**src/hdl/dct_map.vh**
```
// Register map, field positions and reset values of the dual counter/timer control.
// Included by the top-level design file; definitions only.
`ifndef DCT_MAP_VH
`define DCT_MAP_VH

// Register pointer and addressing
`define DCT_RP_ADDR        8'hfd
`define DCT_WREG_GROUP     4'he
`define DCT_BANK_NORMAL    4'h0
`define DCT_BANK_D         4'hd
`define DCT_BANK_F         4'hf
`define DCT_SWAP_GROUP     4'h0

// Offsets inside bank D
`define DCT_OFF_BYTE_CTL   4'h0
`define DCT_OFF_DEMOD_CTL  4'h1
`define DCT_OFF_WORD_CTL   4'h2
`define DCT_OFF_COMB_CTL   4'h3
`define DCT_OFF_CAP_LOW    4'h8
`define DCT_OFF_CAP_HIGH   4'h9
`define DCT_OFF_BYTE_INIT  4'ha

// Field positions of the byte and word timer control registers
`define DCT_B_ENABLE       7
`define DCT_B_SINGLE       6
`define DCT_B_TIMEOUT      5
`define DCT_B_CLK_HI       4
`define DCT_B_CLK_LO       3
`define DCT_B_CAP_MASK     2
`define DCT_B_INT_MASK     1
`define DCT_B_PIN_SEL      0

// Field positions of the demodulation control register
`define DCT_B_DEMOD_EN     7
`define DCT_B_EDGE_FIRST   6
`define DCT_B_CAP_FLAG     5

// Field positions of the combined control register
`define DCT_B_WORD_RUN     7
`define DCT_B_BYTE_RUN     6
`define DCT_B_SYNC         5

// Reset values
`define DCT_RST_BYTE       8'h00
`define DCT_RST_WORD       16'h0000
`define DCT_RST_RP         8'h00
`define DCT_RST_CLKSEL     2'h0

// Prescaler width; clock select n divides the system clock by 2^(n+1)
`define DCT_PRE_W          4

`endif

```
**src/hdl/dct_counter.v**
```verilog
// Down counter with load, reload, single-pass stop and terminal count pulse.
// Assumes tick_i is a one-cycle enable from a prescaler.
`timescale 1ns/1ps
module dct_counter #(
   parameter W = 8
) (
   // Clock and reset
   input  wire         clock_i,
   input  wire         rst_n_i,
   // Control
   input  wire         start_i,
   input  wire         stop_i,
   input  wire         tick_i,
   input  wire         reload_i,
   input  wire         single_i,
   input  wire [W-1:0] init_i,
   // Status
   output reg  [W-1:0] count_o,
   output reg          running_o,
   output reg          tc_o
);
   always @(posedge clock_i or negedge rst_n_i) begin
      if (!rst_n_i) begin
         count_o   <= {W{1'b0}};
         running_o <= 1'b0;
         tc_o      <= 1'b0;
      end else begin
         tc_o <= 1'b0;
         if (start_i) begin
            count_o   <= init_i;
            running_o <= 1'b1;
         end else if (stop_i) begin
            running_o <= 1'b0;
         end else if (running_o && reload_i) begin
            count_o <= init_i;
         end else if (running_o && tick_i) begin
            if (count_o == {W{1'b0}}) begin
               tc_o <= 1'b1;
               if (single_i) begin
                  running_o <= 1'b0;
               end else begin
                  count_o <= init_i;
               end
            end else begin
               count_o <= count_o - {{(W-1){1'b0}}, 1'b1};
            end
         end
      end
   end
endmodule

```
**src/hdl/dct_regfile.v**
```verilog
// Byte-wide general register file with registered read data.
// Assumes one write or read per cycle from the owning block.
`timescale 1ns/1ps
module dct_regfile #(
   parameter AW = 8,
   parameter DW = 8
) (
   // Clock and reset
   input  wire          clock_i,
   input  wire          rst_n_i,
   // Access port
   input  wire [AW-1:0] addr_i,
   input  wire          wr_en_i,
   input  wire [DW-1:0] wdata_i,
   input  wire          rd_en_i,
   output reg  [DW-1:0] rdata_o
);
   reg [DW-1:0] mem [0:(1<<AW)-1];

   always @(posedge clock_i) begin
      if (wr_en_i) begin
         mem[addr_i] <= wdata_i;
      end
   end

   always @(posedge clock_i or negedge rst_n_i) begin
      if (!rst_n_i) begin
         rdata_o <= {DW{1'b0}};
      end else if (rd_en_i) begin
         rdata_o <= mem[addr_i];
      end
   end
endmodule

```
**src/hdl/dct_top.v**
```verilog
// Control of an 8-bit and a 16-bit counter/timer behind a banked register file.
// Assumes a CPU-style byte access port synchronous to clock_i.
//
// How it works
// - Writing 1 to the byte timer enable bit starts the byte timer.
// - Repeat bit 0 reloads at terminal count; 1 stops there.
// - Byte time-out flag sets at terminal count; clears only by writing 1.
// - First count tick after enabling may be short and arrive anytime.
// - Byte control bit 1 gates the byte time-out interrupt.
// - Byte control bit 0 steers byte timer output onto shared pin A.
// - Clock-select field picks the byte counter input clock rate.
// - Demodulation: edge bit 0 acts on every edge, 1 on first only.
// - Word time-out flag sets at terminal count; clears only by writing 1.
// - Clock-select field picks the word counter input clock rate.
// - Capture interrupt enable requests an interrupt on every capture.
// - Word interrupt enable requests an interrupt at word terminal count.
// - Pin-select bit steers word timer output onto shared pin B.
// - Combined bit 7 shows word run state; writes start or stop it.
// - Combined bit 6 shows byte run state; writes start or stop it.
// - Combined bit 5 enables synchronised start of both counters; default 0.
// - Pointer upper nibble picks the 16-byte working register group.
// - Nonzero pointer low nibble swaps the lowest 16 registers for a bank.
`timescale 1ns/1ps
`include "dct_map.vh"
module dct_top #(
   parameter AW = 8,
   parameter DW = 8
) (
   // Clock and reset
   input  wire          clock_i,
   input  wire          rst_n_i,
   // Register access port
   input  wire [AW-1:0] addr_i,
   input  wire          wr_en_i,
   input  wire          rd_en_i,
   input  wire [DW-1:0] wdata_i,
   output reg  [DW-1:0] rdata_o,
   output reg           rd_valid_o,
   // Port data and demodulation input
   input  wire          port_a_data_i,
   input  wire          port_b_data_i,
   input  wire          demod_in_i,
   // Shared pins
   output wire          shared_pin_a_o,
   output wire          shared_pin_b_o,
   // Interrupt requests
   output wire          byte_irq_o,
   output wire          word_irq_o,
   output wire          capture_irq_o
);
   // Register pointer and decode
   reg  [7:0]    register_pointer;
   wire [AW-1:0] eff_addr;
   wire          swap;
   wire          hit_d;
   wire          hit_rp;
   wire          mem_wr;
   wire          mem_rd;

   // Byte timer control fields
   reg        byte_single;
   reg [1:0]  byte_clksel;
   reg        byte_int_mask;
   reg        byte_timer_pin_select;
   reg        byte_timeout;
   reg [7:0]  byte_init;
   reg        byte_out;

   // Word timer control fields
   reg        word_single;
   reg [1:0]  word_clksel;
   reg        word_cap_mask;
   reg        word_int_mask;
   reg        word_timer_pin_select;
   reg        word_timeout;
   reg [15:0] word_init;
   reg        word_out;

   // Demodulation and sync
   reg        demod_en;
   reg        edge_first;
   reg        cap_flag;
   reg        sync_mode;
   reg [15:0] capture_word;
   reg        demod_q;
   reg        armed;

   // Prescaler and counter links
   reg  [`DCT_PRE_W-1:0] prescale;
   wire       byte_tick;
   wire       word_tick;
   wire [7:0] byte_count;
   wire [15:0] word_count;
   wire       byte_running;
   wire       word_running;
   wire       byte_tc;
   wire       word_tc;
   wire       raw_start_b;
   wire       raw_start_w;
   wire       start_b;
   wire       start_w;
   wire       stop_b;
   wire       stop_w;
   wire       demod_act;

   // Read path
   wire [DW-1:0] mem_q;
   reg  [DW-1:0] periph_q;
   reg           use_mem;
   reg           rd_stage;

   // True for a write to bank D register at offset off
   function wr_reg;
      input [3:0] off;
      begin
         wr_reg = wr_en_i && hit_d && (eff_addr[3:0] == off);
      end
   endfunction

   // One-cycle tick when the prescaler wraps at 2^(sel+1)
   function tick_of;
      input [1:0]            sel;
      input [`DCT_PRE_W-1:0] pre;
      reg   [`DCT_PRE_W-1:0] mask;
      begin
         mask    = ({`DCT_PRE_W{1'b1}} >> (2'd3 - sel));
         tick_of = ((pre & mask) == mask);
      end
   endfunction

   // Working register group substitution and bank swap
   assign eff_addr = (addr_i[7:4] == `DCT_WREG_GROUP) ?
                     {register_pointer[7:4], addr_i[3:0]} : addr_i;
   assign swap     = (eff_addr[7:4] == `DCT_SWAP_GROUP) &&
                     (register_pointer[3:0] != `DCT_BANK_NORMAL);
   assign hit_d    = swap && (register_pointer[3:0] == `DCT_BANK_D);
   assign hit_rp   = !swap && (eff_addr == `DCT_RP_ADDR);
   assign mem_wr   = wr_en_i && !swap && !hit_rp;
   assign mem_rd   = rd_en_i && !swap && !hit_rp;

   always @(posedge clock_i or negedge rst_n_i) begin
      if (!rst_n_i) begin
         register_pointer <= `DCT_RST_RP;
      end else if (wr_en_i && hit_rp) begin
         register_pointer <= wdata_i;
      end
   end

   // Free-running prescaler; first tick after a start may be short
   always @(posedge clock_i or negedge rst_n_i) begin
      if (!rst_n_i) begin
         prescale <= {`DCT_PRE_W{1'b0}};
      end else begin
         prescale <= prescale + {{(`DCT_PRE_W-1){1'b0}}, 1'b1};
      end
   end

   assign byte_tick = tick_of(byte_clksel, prescale);
   assign word_tick = tick_of(word_clksel, prescale);

   // Start and stop requests
   assign raw_start_b = (wr_reg(`DCT_OFF_BYTE_CTL) && wdata_i[`DCT_B_ENABLE]) ||
                        (wr_reg(`DCT_OFF_COMB_CTL) && wdata_i[`DCT_B_BYTE_RUN]);
   assign raw_start_w = (wr_reg(`DCT_OFF_WORD_CTL) && wdata_i[`DCT_B_ENABLE]) ||
                        (wr_reg(`DCT_OFF_COMB_CTL) && wdata_i[`DCT_B_WORD_RUN]);
   assign start_b = raw_start_b || (sync_mode && raw_start_w);
   assign start_w = raw_start_w || (sync_mode && raw_start_b);
   assign stop_b  = wr_reg(`DCT_OFF_COMB_CTL) && !wdata_i[`DCT_B_BYTE_RUN] && !start_b;
   assign stop_w  = wr_reg(`DCT_OFF_COMB_CTL) && !wdata_i[`DCT_B_WORD_RUN] && !start_w;

   // Control register fields
   always @(posedge clock_i or negedge rst_n_i) begin
      if (!rst_n_i) begin
         byte_single           <= 1'b0;
         byte_clksel           <= `DCT_RST_CLKSEL;
         byte_int_mask         <= 1'b0;
         byte_timer_pin_select <= 1'b0;
         byte_init             <= `DCT_RST_BYTE;
         word_single           <= 1'b0;
         word_clksel           <= `DCT_RST_CLKSEL;
         word_cap_mask         <= 1'b0;
         word_int_mask         <= 1'b0;
         word_timer_pin_select <= 1'b0;
         word_init             <= `DCT_RST_WORD;
         demod_en              <= 1'b0;
         edge_first            <= 1'b0;
         sync_mode             <= 1'b0;
      end else begin
         if (wr_reg(`DCT_OFF_BYTE_CTL)) begin
            byte_single           <= wdata_i[`DCT_B_SINGLE];
            byte_clksel           <= wdata_i[`DCT_B_CLK_HI:`DCT_B_CLK_LO];
            byte_int_mask         <= wdata_i[`DCT_B_INT_MASK];
            byte_timer_pin_select <= wdata_i[`DCT_B_PIN_SEL];
         end
         if (wr_reg(`DCT_OFF_WORD_CTL)) begin
            word_single           <= wdata_i[`DCT_B_SINGLE];
            word_clksel           <= wdata_i[`DCT_B_CLK_HI:`DCT_B_CLK_LO];
            word_cap_mask         <= wdata_i[`DCT_B_CAP_MASK];
            word_int_mask         <= wdata_i[`DCT_B_INT_MASK];
            word_timer_pin_select <= wdata_i[`DCT_B_PIN_SEL];
         end
         if (wr_reg(`DCT_OFF_DEMOD_CTL)) begin
            demod_en   <= wdata_i[`DCT_B_DEMOD_EN];
            edge_first <= wdata_i[`DCT_B_EDGE_FIRST];
         end
         if (wr_reg(`DCT_OFF_COMB_CTL)) begin
            sync_mode <= wdata_i[`DCT_B_SYNC];
         end
         if (wr_reg(`DCT_OFF_BYTE_INIT)) begin
            byte_init <= wdata_i;
         end
         if (wr_reg(`DCT_OFF_CAP_LOW)) begin
            word_init[7:0] <= wdata_i;
         end
         if (wr_reg(`DCT_OFF_CAP_HIGH)) begin
            word_init[15:8] <= wdata_i;
         end
      end
   end

   // Sticky flags: a set in the clearing cycle wins; writing 1 clears
   always @(posedge clock_i or negedge rst_n_i) begin
      if (!rst_n_i) begin
         byte_timeout <= 1'b0;
         word_timeout <= 1'b0;
         cap_flag     <= 1'b0;
      end else begin
         byte_timeout <= byte_tc || (byte_timeout &&
                         !(wr_reg(`DCT_OFF_BYTE_CTL) && wdata_i[`DCT_B_TIMEOUT]));
         word_timeout <= word_tc || (word_timeout &&
                         !(wr_reg(`DCT_OFF_WORD_CTL) && wdata_i[`DCT_B_TIMEOUT]));
         cap_flag     <= demod_act || (cap_flag &&
                         !(wr_reg(`DCT_OFF_DEMOD_CTL) && wdata_i[`DCT_B_CAP_FLAG]));
      end
   end

   // Demodulation edge detection and capture
   assign demod_act = demod_en && word_running && (demod_q != demod_in_i) &&
                      (armed || !edge_first);

   always @(posedge clock_i or negedge rst_n_i) begin
      if (!rst_n_i) begin
         demod_q      <= 1'b0;
         armed        <= 1'b0;
         capture_word <= `DCT_RST_WORD;
      end else begin
         demod_q <= demod_in_i;
         if (start_w) begin
            armed <= 1'b1;
         end else if (demod_act && edge_first) begin
            armed <= 1'b0;
         end
         if (demod_act) begin
            capture_word <= word_count;
         end
      end
   end

   // Timer outputs toggle at terminal count
   always @(posedge clock_i or negedge rst_n_i) begin
      if (!rst_n_i) begin
         byte_out <= 1'b0;
         word_out <= 1'b0;
      end else begin
         if (byte_tc) begin
            byte_out <= !byte_out;
         end
         if (word_tc) begin
            word_out <= !word_out;
         end
      end
   end

   dct_counter #(.W(8)) u_byte (
      .clock_i   (clock_i),
      .rst_n_i   (rst_n_i),
      .start_i   (start_b),
      .stop_i    (stop_b),
      .tick_i    (byte_tick),
      .reload_i  (1'b0),
      .single_i  (byte_single),
      .init_i    (byte_init),
      .count_o   (byte_count),
      .running_o (byte_running),
      .tc_o      (byte_tc)
   );

   dct_counter #(.W(16)) u_word (
      .clock_i   (clock_i),
      .rst_n_i   (rst_n_i),
      .start_i   (start_w),
      .stop_i    (stop_w),
      .tick_i    (word_tick),
      .reload_i  (demod_act),
      .single_i  (word_single),
      .init_i    (word_init),
      .count_o   (word_count),
      .running_o (word_running),
      .tc_o      (word_tc)
   );

   dct_regfile #(.AW(AW), .DW(DW)) u_mem (
      .clock_i (clock_i),
      .rst_n_i (rst_n_i),
      .addr_i  (eff_addr),
      .wr_en_i (mem_wr),
      .wdata_i (wdata_i),
      .rd_en_i (mem_rd),
      .rdata_o (mem_q)
   );

   // Pin steering and interrupt requests
   assign shared_pin_a_o = byte_timer_pin_select ? byte_out : port_a_data_i;
   assign shared_pin_b_o = word_timer_pin_select ? word_out : port_b_data_i;
   assign byte_irq_o     = byte_timeout && byte_int_mask;
   assign word_irq_o     = word_timeout && word_int_mask;
   assign capture_irq_o  = cap_flag && word_cap_mask;

   // Read path: stage 1 picks source, stage 2 drives rdata_o
   always @(posedge clock_i or negedge rst_n_i) begin
      if (!rst_n_i) begin
         periph_q   <= {DW{1'b0}};
         use_mem    <= 1'b0;
         rd_stage   <= 1'b0;
         rdata_o    <= {DW{1'b0}};
         rd_valid_o <= 1'b0;
      end else begin
         rd_stage   <= rd_en_i;
         use_mem    <= mem_rd;
         rd_valid_o <= rd_stage;
         periph_q   <= {DW{1'b0}};
         if (rd_en_i && hit_rp) begin
            periph_q <= register_pointer;
         end else if (rd_en_i && hit_d) begin
            case (eff_addr[3:0])
               `DCT_OFF_BYTE_CTL:  periph_q <= {byte_running, byte_single, byte_timeout,
                                    byte_clksel, 1'b0, byte_int_mask, byte_timer_pin_select};
               `DCT_OFF_DEMOD_CTL: periph_q <= {demod_en, edge_first, cap_flag, 5'h00};
               `DCT_OFF_WORD_CTL:  periph_q <= {word_running, word_single, word_timeout,
                                    word_clksel, word_cap_mask, word_int_mask,
                                    word_timer_pin_select};
               `DCT_OFF_COMB_CTL:  periph_q <= {word_running, byte_running, sync_mode,
                                    5'h00};
               `DCT_OFF_CAP_LOW:   periph_q <= capture_word[7:0];
               `DCT_OFF_CAP_HIGH:  periph_q <= capture_word[15:8];
               `DCT_OFF_BYTE_INIT: periph_q <= byte_init;
               default:            periph_q <= {DW{1'b0}};
            endcase
         end
         if (rd_stage) begin
            rdata_o <= use_mem ? mem_q : periph_q;
         end
      end
   end
endmodule
```
**config.mk**
```make
export PLATFORM = sky130hd
export DESIGN_NAME = dct_top
export DESIGN_NICKNAME = d
export VERILOG_FILES = /design/src/hdl/dct_counter.v /design/src/hdl/dct_regfile.v /design/src/hdl/dct_top.v
export VERILOG_INCLUDE_DIRS = /design/src /design/src/hdl
export SDC_FILE = /design/constraint.sdc
export NUM_CORES = 2
export LEC_CHECK = 0
export ABC_AREA = 1
export BUFFER_PORTS_ARGS = -buffer_cell sky130_fd_sc_hd__buf_2
export CORE_AREA = 2 2 550 443
export DETAILED_ROUTE_END_ITERATION = 16
export DIE_AREA = 0 0 552 445
export PLACE_DENSITY_LB_ADDON = 0.15
export SLEW_MARGIN = 20
export SYNTH_ARGS = -nofsm -noshare
export SYNTH_HDL_FRONTEND = slang
export SYNTH_SLANG_ARGS = --single-unit
```
**constraint.sdc**
```tcl
create_clock -name clock_i -period 3.75 [get_ports clock_i]
set_input_delay 0.1875 -clock clock_i [delete_from_list [all_inputs] [get_ports clock_i]]
set_output_delay 0.1875 -clock clock_i [all_outputs]
set_load 0.01 [all_outputs]
```
[Word-level counts from Yosys, hierarchy flattened]
Memory sizes are Yosys's and may differ from the RTL's. A register that Yosys moved wholly into a read port is not among the register bits.
Cells that the tools add are included.
Word-level totals
  register bits after elaboration: 120
  latch bits: 0
  RAM bits: 2048
  memory bits (read-only): 0
  bits of input ports: 23
  output and inout port bits: 14
  logic and storage cells: 188
  memories: 1
Memories
  u_mem.mem: words 256, width 8, read ports 1, clocked after Yosys merged registers in 1, wr ports 1, line dct_regfile.v:18  | reg [DW-1:0] mem [0:(1<<AW)-1];
Cells by class
  add/sub/neg operators: 5
  $mul: 0
  divide/modulo/power cells: 0
  magnitude comparators: 0
  eq/ne operators: 17
  shifts and indexed selects: 2
  mux-type cells: 42
  bitwise gates (word level): 2
  reductions and logical operators: 83
Operators by type and width (number)
  two-way mux 16 bit: 6
  two-way mux 8 bit: 9
  one-hot mux 8 bit (7 select lines): 1
  logical AND 1 bit: 44
  two-way mux 1 bit: 26
  nonzero test 3 bit: 7
  equality test 4 bit, second input constant: 5
  logical NOT 16 bit: 1
  subtractor 16 x 1 -> 16 bit, second input constant: 1
  logical NOT 1 bit: 13
  AND reduction 3 bit: 3
  AND 4 bit: 2
  equality test 4 x 2 -> 1 bit, second input constant: 2
  equality test 4 bit: 2
  equality test 8 bit, second input constant: 1
  logical NOT 4 bit: 2
  logical NOT 8 bit: 1
  logical OR 1 bit: 8
  right shift 4 x 2 -> 4 bit, first input constant: 2
  subtractor 8 x 1 -> 8 bit, second input constant: 1
  inequality test 3 bit, second input constant: 2
  adder 4 x 1 -> 4 bit, second input constant: 1
  equality test 4 x 1 -> 1 bit, second input constant: 1
  inequality test 2 bit, second input constant: 2
  6 further kinds: 8

[Logic depth before layout (Yosys ltp)]
  depth after elaboration: 15
  depth in mapped cells: 18

[Hierarchy]
From an unflattened synthesis, not the netlist that was laid out.
Unflattened totals
  cell total of the unflattened synthesis: 8411
  area, all modules: 90190.2 µm²
Modules (own cells, without submodules)
  dct_regfile: times used 1, cells an instance 7570, area an instance 83776.6 µm², seq. area each 61699.2 µm²
  dct_top: times used 1, cells an instance 495, area an instance 4217.8 µm², seq. area each 2302.2 µm²
  dct_counter at u_word: times used 1, cells an instance 230, area an instance 1433.9 µm², seq. area each 450.4 µm²
  dct_counter at u_byte: times used 1, cells an instance 116, area an instance 762.0 µm², seq. area each 250.2 µm²

[Worst setup path after synthesis]
Ideal clock, no wire load.
  kind: flip-flop to flip-flop
  start: register register_pointer[4]
  end: memory u_mem.mem[220][0], enable pin
  library setup time: 0.370 ns
  arrival: 2.160 ns
  path slack: 1.219 ns
  cell stages (with the launch flop): 12
  path through: dfrtp_1 > nand2_1 > nor2_1 > nor2_2 > nor2_2 > nand2_2 > nor2_1 > nor3_4 > buf_2 > nand3_1 > buf_2 > nor2_1
On the way
  word-level cells in the longest chain between the ends: 9
Ends and longest elaborated chain
  from (decl): line dct_top.v:52  | reg [7:0] register_pointer;
  from (signal assigned): line dct_top.v:143  | register_pointer <= `DCT_RST_RP;
  from (signal assigned): line dct_top.v:145  | register_pointer <= wdata_i;
  two-way mux 8 bit *: line dct_top.v:132  | assign eff_addr = (addr_i[7:4] == `DCT_WREG_GROUP) ?
  logical NOT 4 bit (no line)
  logical AND 1 bit: line dct_top.v:134  | assign swap = (eff_addr[7:4] == `DCT_SWAP_GROUP) &&
  logical NOT 1 bit: line dct_top.v:137, dct_top.v:138
  logical AND 1 bit: line dct_top.v:137  | assign hit_rp = !swap && (eff_addr == `DCT_RP_ADDR);
  logical NOT 1 bit: line dct_top.v:138  | assign mem_wr = wr_en_i && !swap && !hit_rp;
  logical AND 1 bit: line dct_top.v:138
  two-way mux 1 bit: line dct_regfile.v:21  | if (wr_en_i) begin
  two-way mux 1 bit (implied by the code): line dct_regfile.v:22  | mem[addr_i] <= wdata_i;
  to (decl): line dct_regfile.v:18
Mark *: on every way between the ends. The rest lies on a longest branch, timed or not.

[Worst setup path in the final report]
  start: input port addr_i[1]
  end: register u_mem.rdata_o[3] (read register of u_mem.mem)
On the way
  word-level cells in the longest chain between the ends: 5
Ends and longest elaborated chain
  from (decl): line dct_top.v:33  | input wire [AW-1:0] addr_i,
  two-way mux 8 bit *: line dct_top.v:132
  equality test 8 bit (no line)
  logical AND 1 bit: line dct_top.v:137
  logical NOT 1 bit: line dct_top.v:139  | assign mem_rd = rd_en_i && !swap && !hit_rp;
  logical AND 1 bit: line dct_top.v:139
  to (decl): line dct_regfile.v:16  | output reg [DW-1:0] rdata_o
Marked as above.
A chain may end at the register's enable or synchronous reset.

==> results.md <==
* Outcome: finished, final reports clean
* GR peak layer: met1
* Distinct cells, synth at 45
* Slew HR at 21.5%
* Clock share of power at 42.3%
* I/O pins at 37
* CTS Buf Count at 220
* RSZ-0062 raised after global routing: no
* Vias at 56200
* Cells after Synth at 7137
* GPL Wtd Cong at 0.863
* Global routing met1 resource utilization at roughly a third
* Sequential power share at 51.6%
* # nets final at 7425
* Class of the worst hold path: in2async
* Residual DRC at 0
* Setup tns final at 0 ns
* Final WL at 275000 µm
* Worst-path clk slew at 0.07 ns
* CTS tree: built
* R2r startpoint: register_pointer[6]$_DFFE_PN0P_
* Critical-path maximum fanout at 23
* H-tree Lvls at 4
* Global Route Usage Sum at between 20% and 30%
* Sw power at 11.9 mW
* Number of max-cap violations at 0
* Initial DRC Count at 6654
* Latest clock arrival within the worst-skew pair at 0.88 ns
* Die W at 552 µm
* Reg-to-Reg End: u_byte.count_o[1]$_DFFE_PN0P_
* Site Rows at 161
* CTS root buf: clkbuf_16
* Final period util at 97.7%
* Die Y at 445 µm
* Final Hold Vio Count at 0
* Post-cts sizing count at 0
* Pint at between 30 and 40 mW
* Port Buffer Count at 36
* Synth Area per Inst at 12.1 µm²
* Worst Setup Start Kind: input pin
* Met3 Track Usage GR at 3.00%
* First-pass GRT wire length at slightly below 400000 µm
* Critical path endpoint category: flip-flop
* Number of global-route vias before repair at 53900
* Fin util at 41.5%
* Sink Count at 2176
* Remaining Overflow, GRT at 0
* Initial antenna violation count at 15
* Fill cells at 22600
* Synth-to-Final Area Change at 15.7%
* Core box area at ~240000 µm²
* Share of layout cells above drive strength 1 at 9.90%
* Per-cell routed wire length at 25.6 µm
* Required @ worst endpoint at 4.50 ns
* Yosys Warn Count at 0
* Final instance area at 99500 µm²
* F_max at 273 MHz
* Vias/cell at approximately 5.2
* Asr flop ratio synth at roughly 6%
* Min Tclk post-route at 3.66 ns
* Final setup violation count at 0
* Switching share of power at 23.0%
* Worst-Margin Slew at about 1.2 ns
* Seq/Total Area, Yosys at 75.2%
* R2r setup slk at 0.43 ns
* Post-synth EDFFs at 2048
* Arrival @ worst endpoint at around 4.4 ns
* Lkg Pwr at 35.3 nW
* Detail Route Antenna Nets at 0
* DP Area at 92400 µm²
* Crit path kind: in2reg
* Final HPWL DP at 169000 µm
* Final Max Tran Viols at 0
* Global routing usage on met2 at 32.5%
* Hold_ws at 0.00385 ns
* R2r worst-path depth at 13
* Logic pwr share at 6.1%
* Worst ir drop on vdd at 353 µV
* TritonRoute pass-1 iters at 6
* Starting Density at 35.9%
* Synth Register Bits at 2176
* Clock tree buffer depth at 4
* PwrDens at 520 nW/µm²
* Ys flop type: edfxtp_1
* Die footprint at about 250000 µm²
* Clock skew at 0.0497 ns
* Largest net degree at the start of global routing at 126
* Mapped Area at roughly 86000 µm²
-- worst max-delay path, stage by stage --
cell	delay (ns)
dlygate4sd3_1	0.58
buf_2	0.31
inv_2	0.11
nand2_1	0.30
inv_8	0.19
buf_12	0.23
buf_4	0.23
buf_4	0.19
nand2_1	0.06
nand4_1	0.07
nand2_1	0.06
nand2_1	0.05
o21ai_0	0.48
nand3_1	0.39
nor2_1	0.41
nand2_1	0.28
nor2_1	0.16
nor2_1	0.05
-- power by group through the flow --
stage / registers, mW / logic (mW) / clock network [mW]
2_1_floorplan: 27.2 / 1.40 / 0
4_1_cts: 26.7 / 3.17 / 22.3
5_1_grt: 26.7 / 3.42 / 23.2
3_5_place_dp: 27.2 / 3.15 / 0
3_3_place_gp: 27.3 / 3.15 / 0
6_report: 26.7 / 3.15 / 21.9
-- logic make-up after synthesis --
group                      synth area share (%)
AOI/OAI and AO/OA                          3.56
buffers and inverters                      2.24
other                                   0.00436
xor gates and xnor gates                  0.214
DFF                                        75.2
adders and majority gates                0.0727
and+or+nand+nor                            18.7
-- how the worst max path moves through the flow --
stage	from	end	cells after the start
after floorplan	register_pointer[4]$_DFFE_PN0P_	u_mem.mem[220][0]$_DFFE_PP_	11
after global placement	addr_i[1]	u_mem.rdata_o[6]$_DFFE_PN0P_	15
after detailed placement	addr_i[1]	u_mem.rdata_o[3]$_DFFE_PN0P_	17
after CTS	addr_i[1]	u_mem.rdata_o[3]$_DFFE_PN0P_	18
after global routing	addr_i[1]	u_mem.rdata_o[3]$_DFFE_PN0P_	18
final	addr_i[1]	u_mem.rdata_o[3]$_DFFE_PN0P_	18
-- layer usage --
metal	vias to the layer above	share of wire [%]
met5	-	0
met4	0	2.2
met3	336	7.0
met2	2059	43
met1	28400	48
li1	25400	-
-- cell usage in the layout, fill, tap and decap left out, types with 26 or more instances in the layout --
master / netlist / routed
nand2_1: 2907 / 2899
clkbuf_1: 250 / 30
clkinv_1: 5 / 55
buf_12: 0 / 68
nand3_1: 111 / 102
nor2_1: 590 / 586
buf_4: 0 / 273
a21oi_1: 27 / 27
a22oi_1: 244 / 244
inv_1: 111 / 110
buf_2: 66 / 26
dfrtp_1: 128 / 128
o21ai_0: 149 / 147
clkinv_2: 0 / 37
nand4_1: 346 / 346
edfxtp_1: 2048 / 2048
clkbuf_16: 0 / 223
-- cells in the mapped netlist (2+ instances only) --
master     number  area share, %
a2111oi_0       3          0.031
a211oi_1        5          0.044
a21oi_1        27           0.16
a22o_1          2          0.020
a22oi_1       244            2.1
a31oi_1         8          0.058
a32o_1          3          0.035
buf_1          40           0.17
buf_2          66           0.38
buf_6           3          0.039
clkbuf_1      250            1.1
clkinv_1        5          0.022
dfrtp_1       128            3.7
edfxtp_1     2048             71
ha_1            5          0.073
inv_1         111           0.48
inv_2           8          0.035
nand2_1      2907             13
nand2_2         5          0.036
nand2_4         5          0.065
nand3_1       111           0.65
nand3_2         2          0.023
nand4_1       346            2.5
nor2_1        590            2.6
nor2_2          6          0.044
nor3_1          5          0.029
nor3_2          2          0.023
nor4_1          2          0.015
o211ai_2        3          0.044
o21ai_0       149           0.87
o21ai_1         5          0.029
o22ai_1        10          0.073
o2bb2ai_1       2          0.020
xnor2_1         3          0.031
xor2_1         18           0.18
-- flip-flops by register name (all words and copies together) (netlist names), 2 cells and up --
register          cells
u_mem.mem          2048
capture_word         16
u_word.count_o       16
word_init            16
byte_init             8
periph_q              8
rdata_o               8
register_pointer      8
u_byte.count_o        8
u_mem.rdata_o         8
prescale              4
byte_clksel           2
word_clksel           2
-- area by class of cell --
cell class	instances	area [µm²]	area share, %
Antenna cell	4	10.0	0.0101
Clock buffer	263	5830	5.86
Clock inverter	131	1180	1.19
Inverter	125	499	0.502
Multi-Input combinational cell	4484	19500	19.6
Sequential cell	2176	64700	65.0
Tap cell	3178	3980	3.99
Timing Repair Buffer	390	3810	3.83
-- what timing repair did --
action | CTS | global route
buffers inserted | 0 | 0
hold buffers | 14 | 0
endpoints found under the hold margin | 695 | 0
-- stage by stage --
stage | setup WS (ns) | power (mW) | std cells
after floorplan | 1.22 | 28.6 | 7144
after global placement | -0.102 | 30.4 | 10300
after detailed placement | -0.0113 | 30.4 | 10300
after CTS | 0.280 | 52.2 | 10700
after global routing | 0.0985 | 53.3 | 10700
final | 0.0873 | 51.8 | 10800
(Power assumes the default switching activity.)
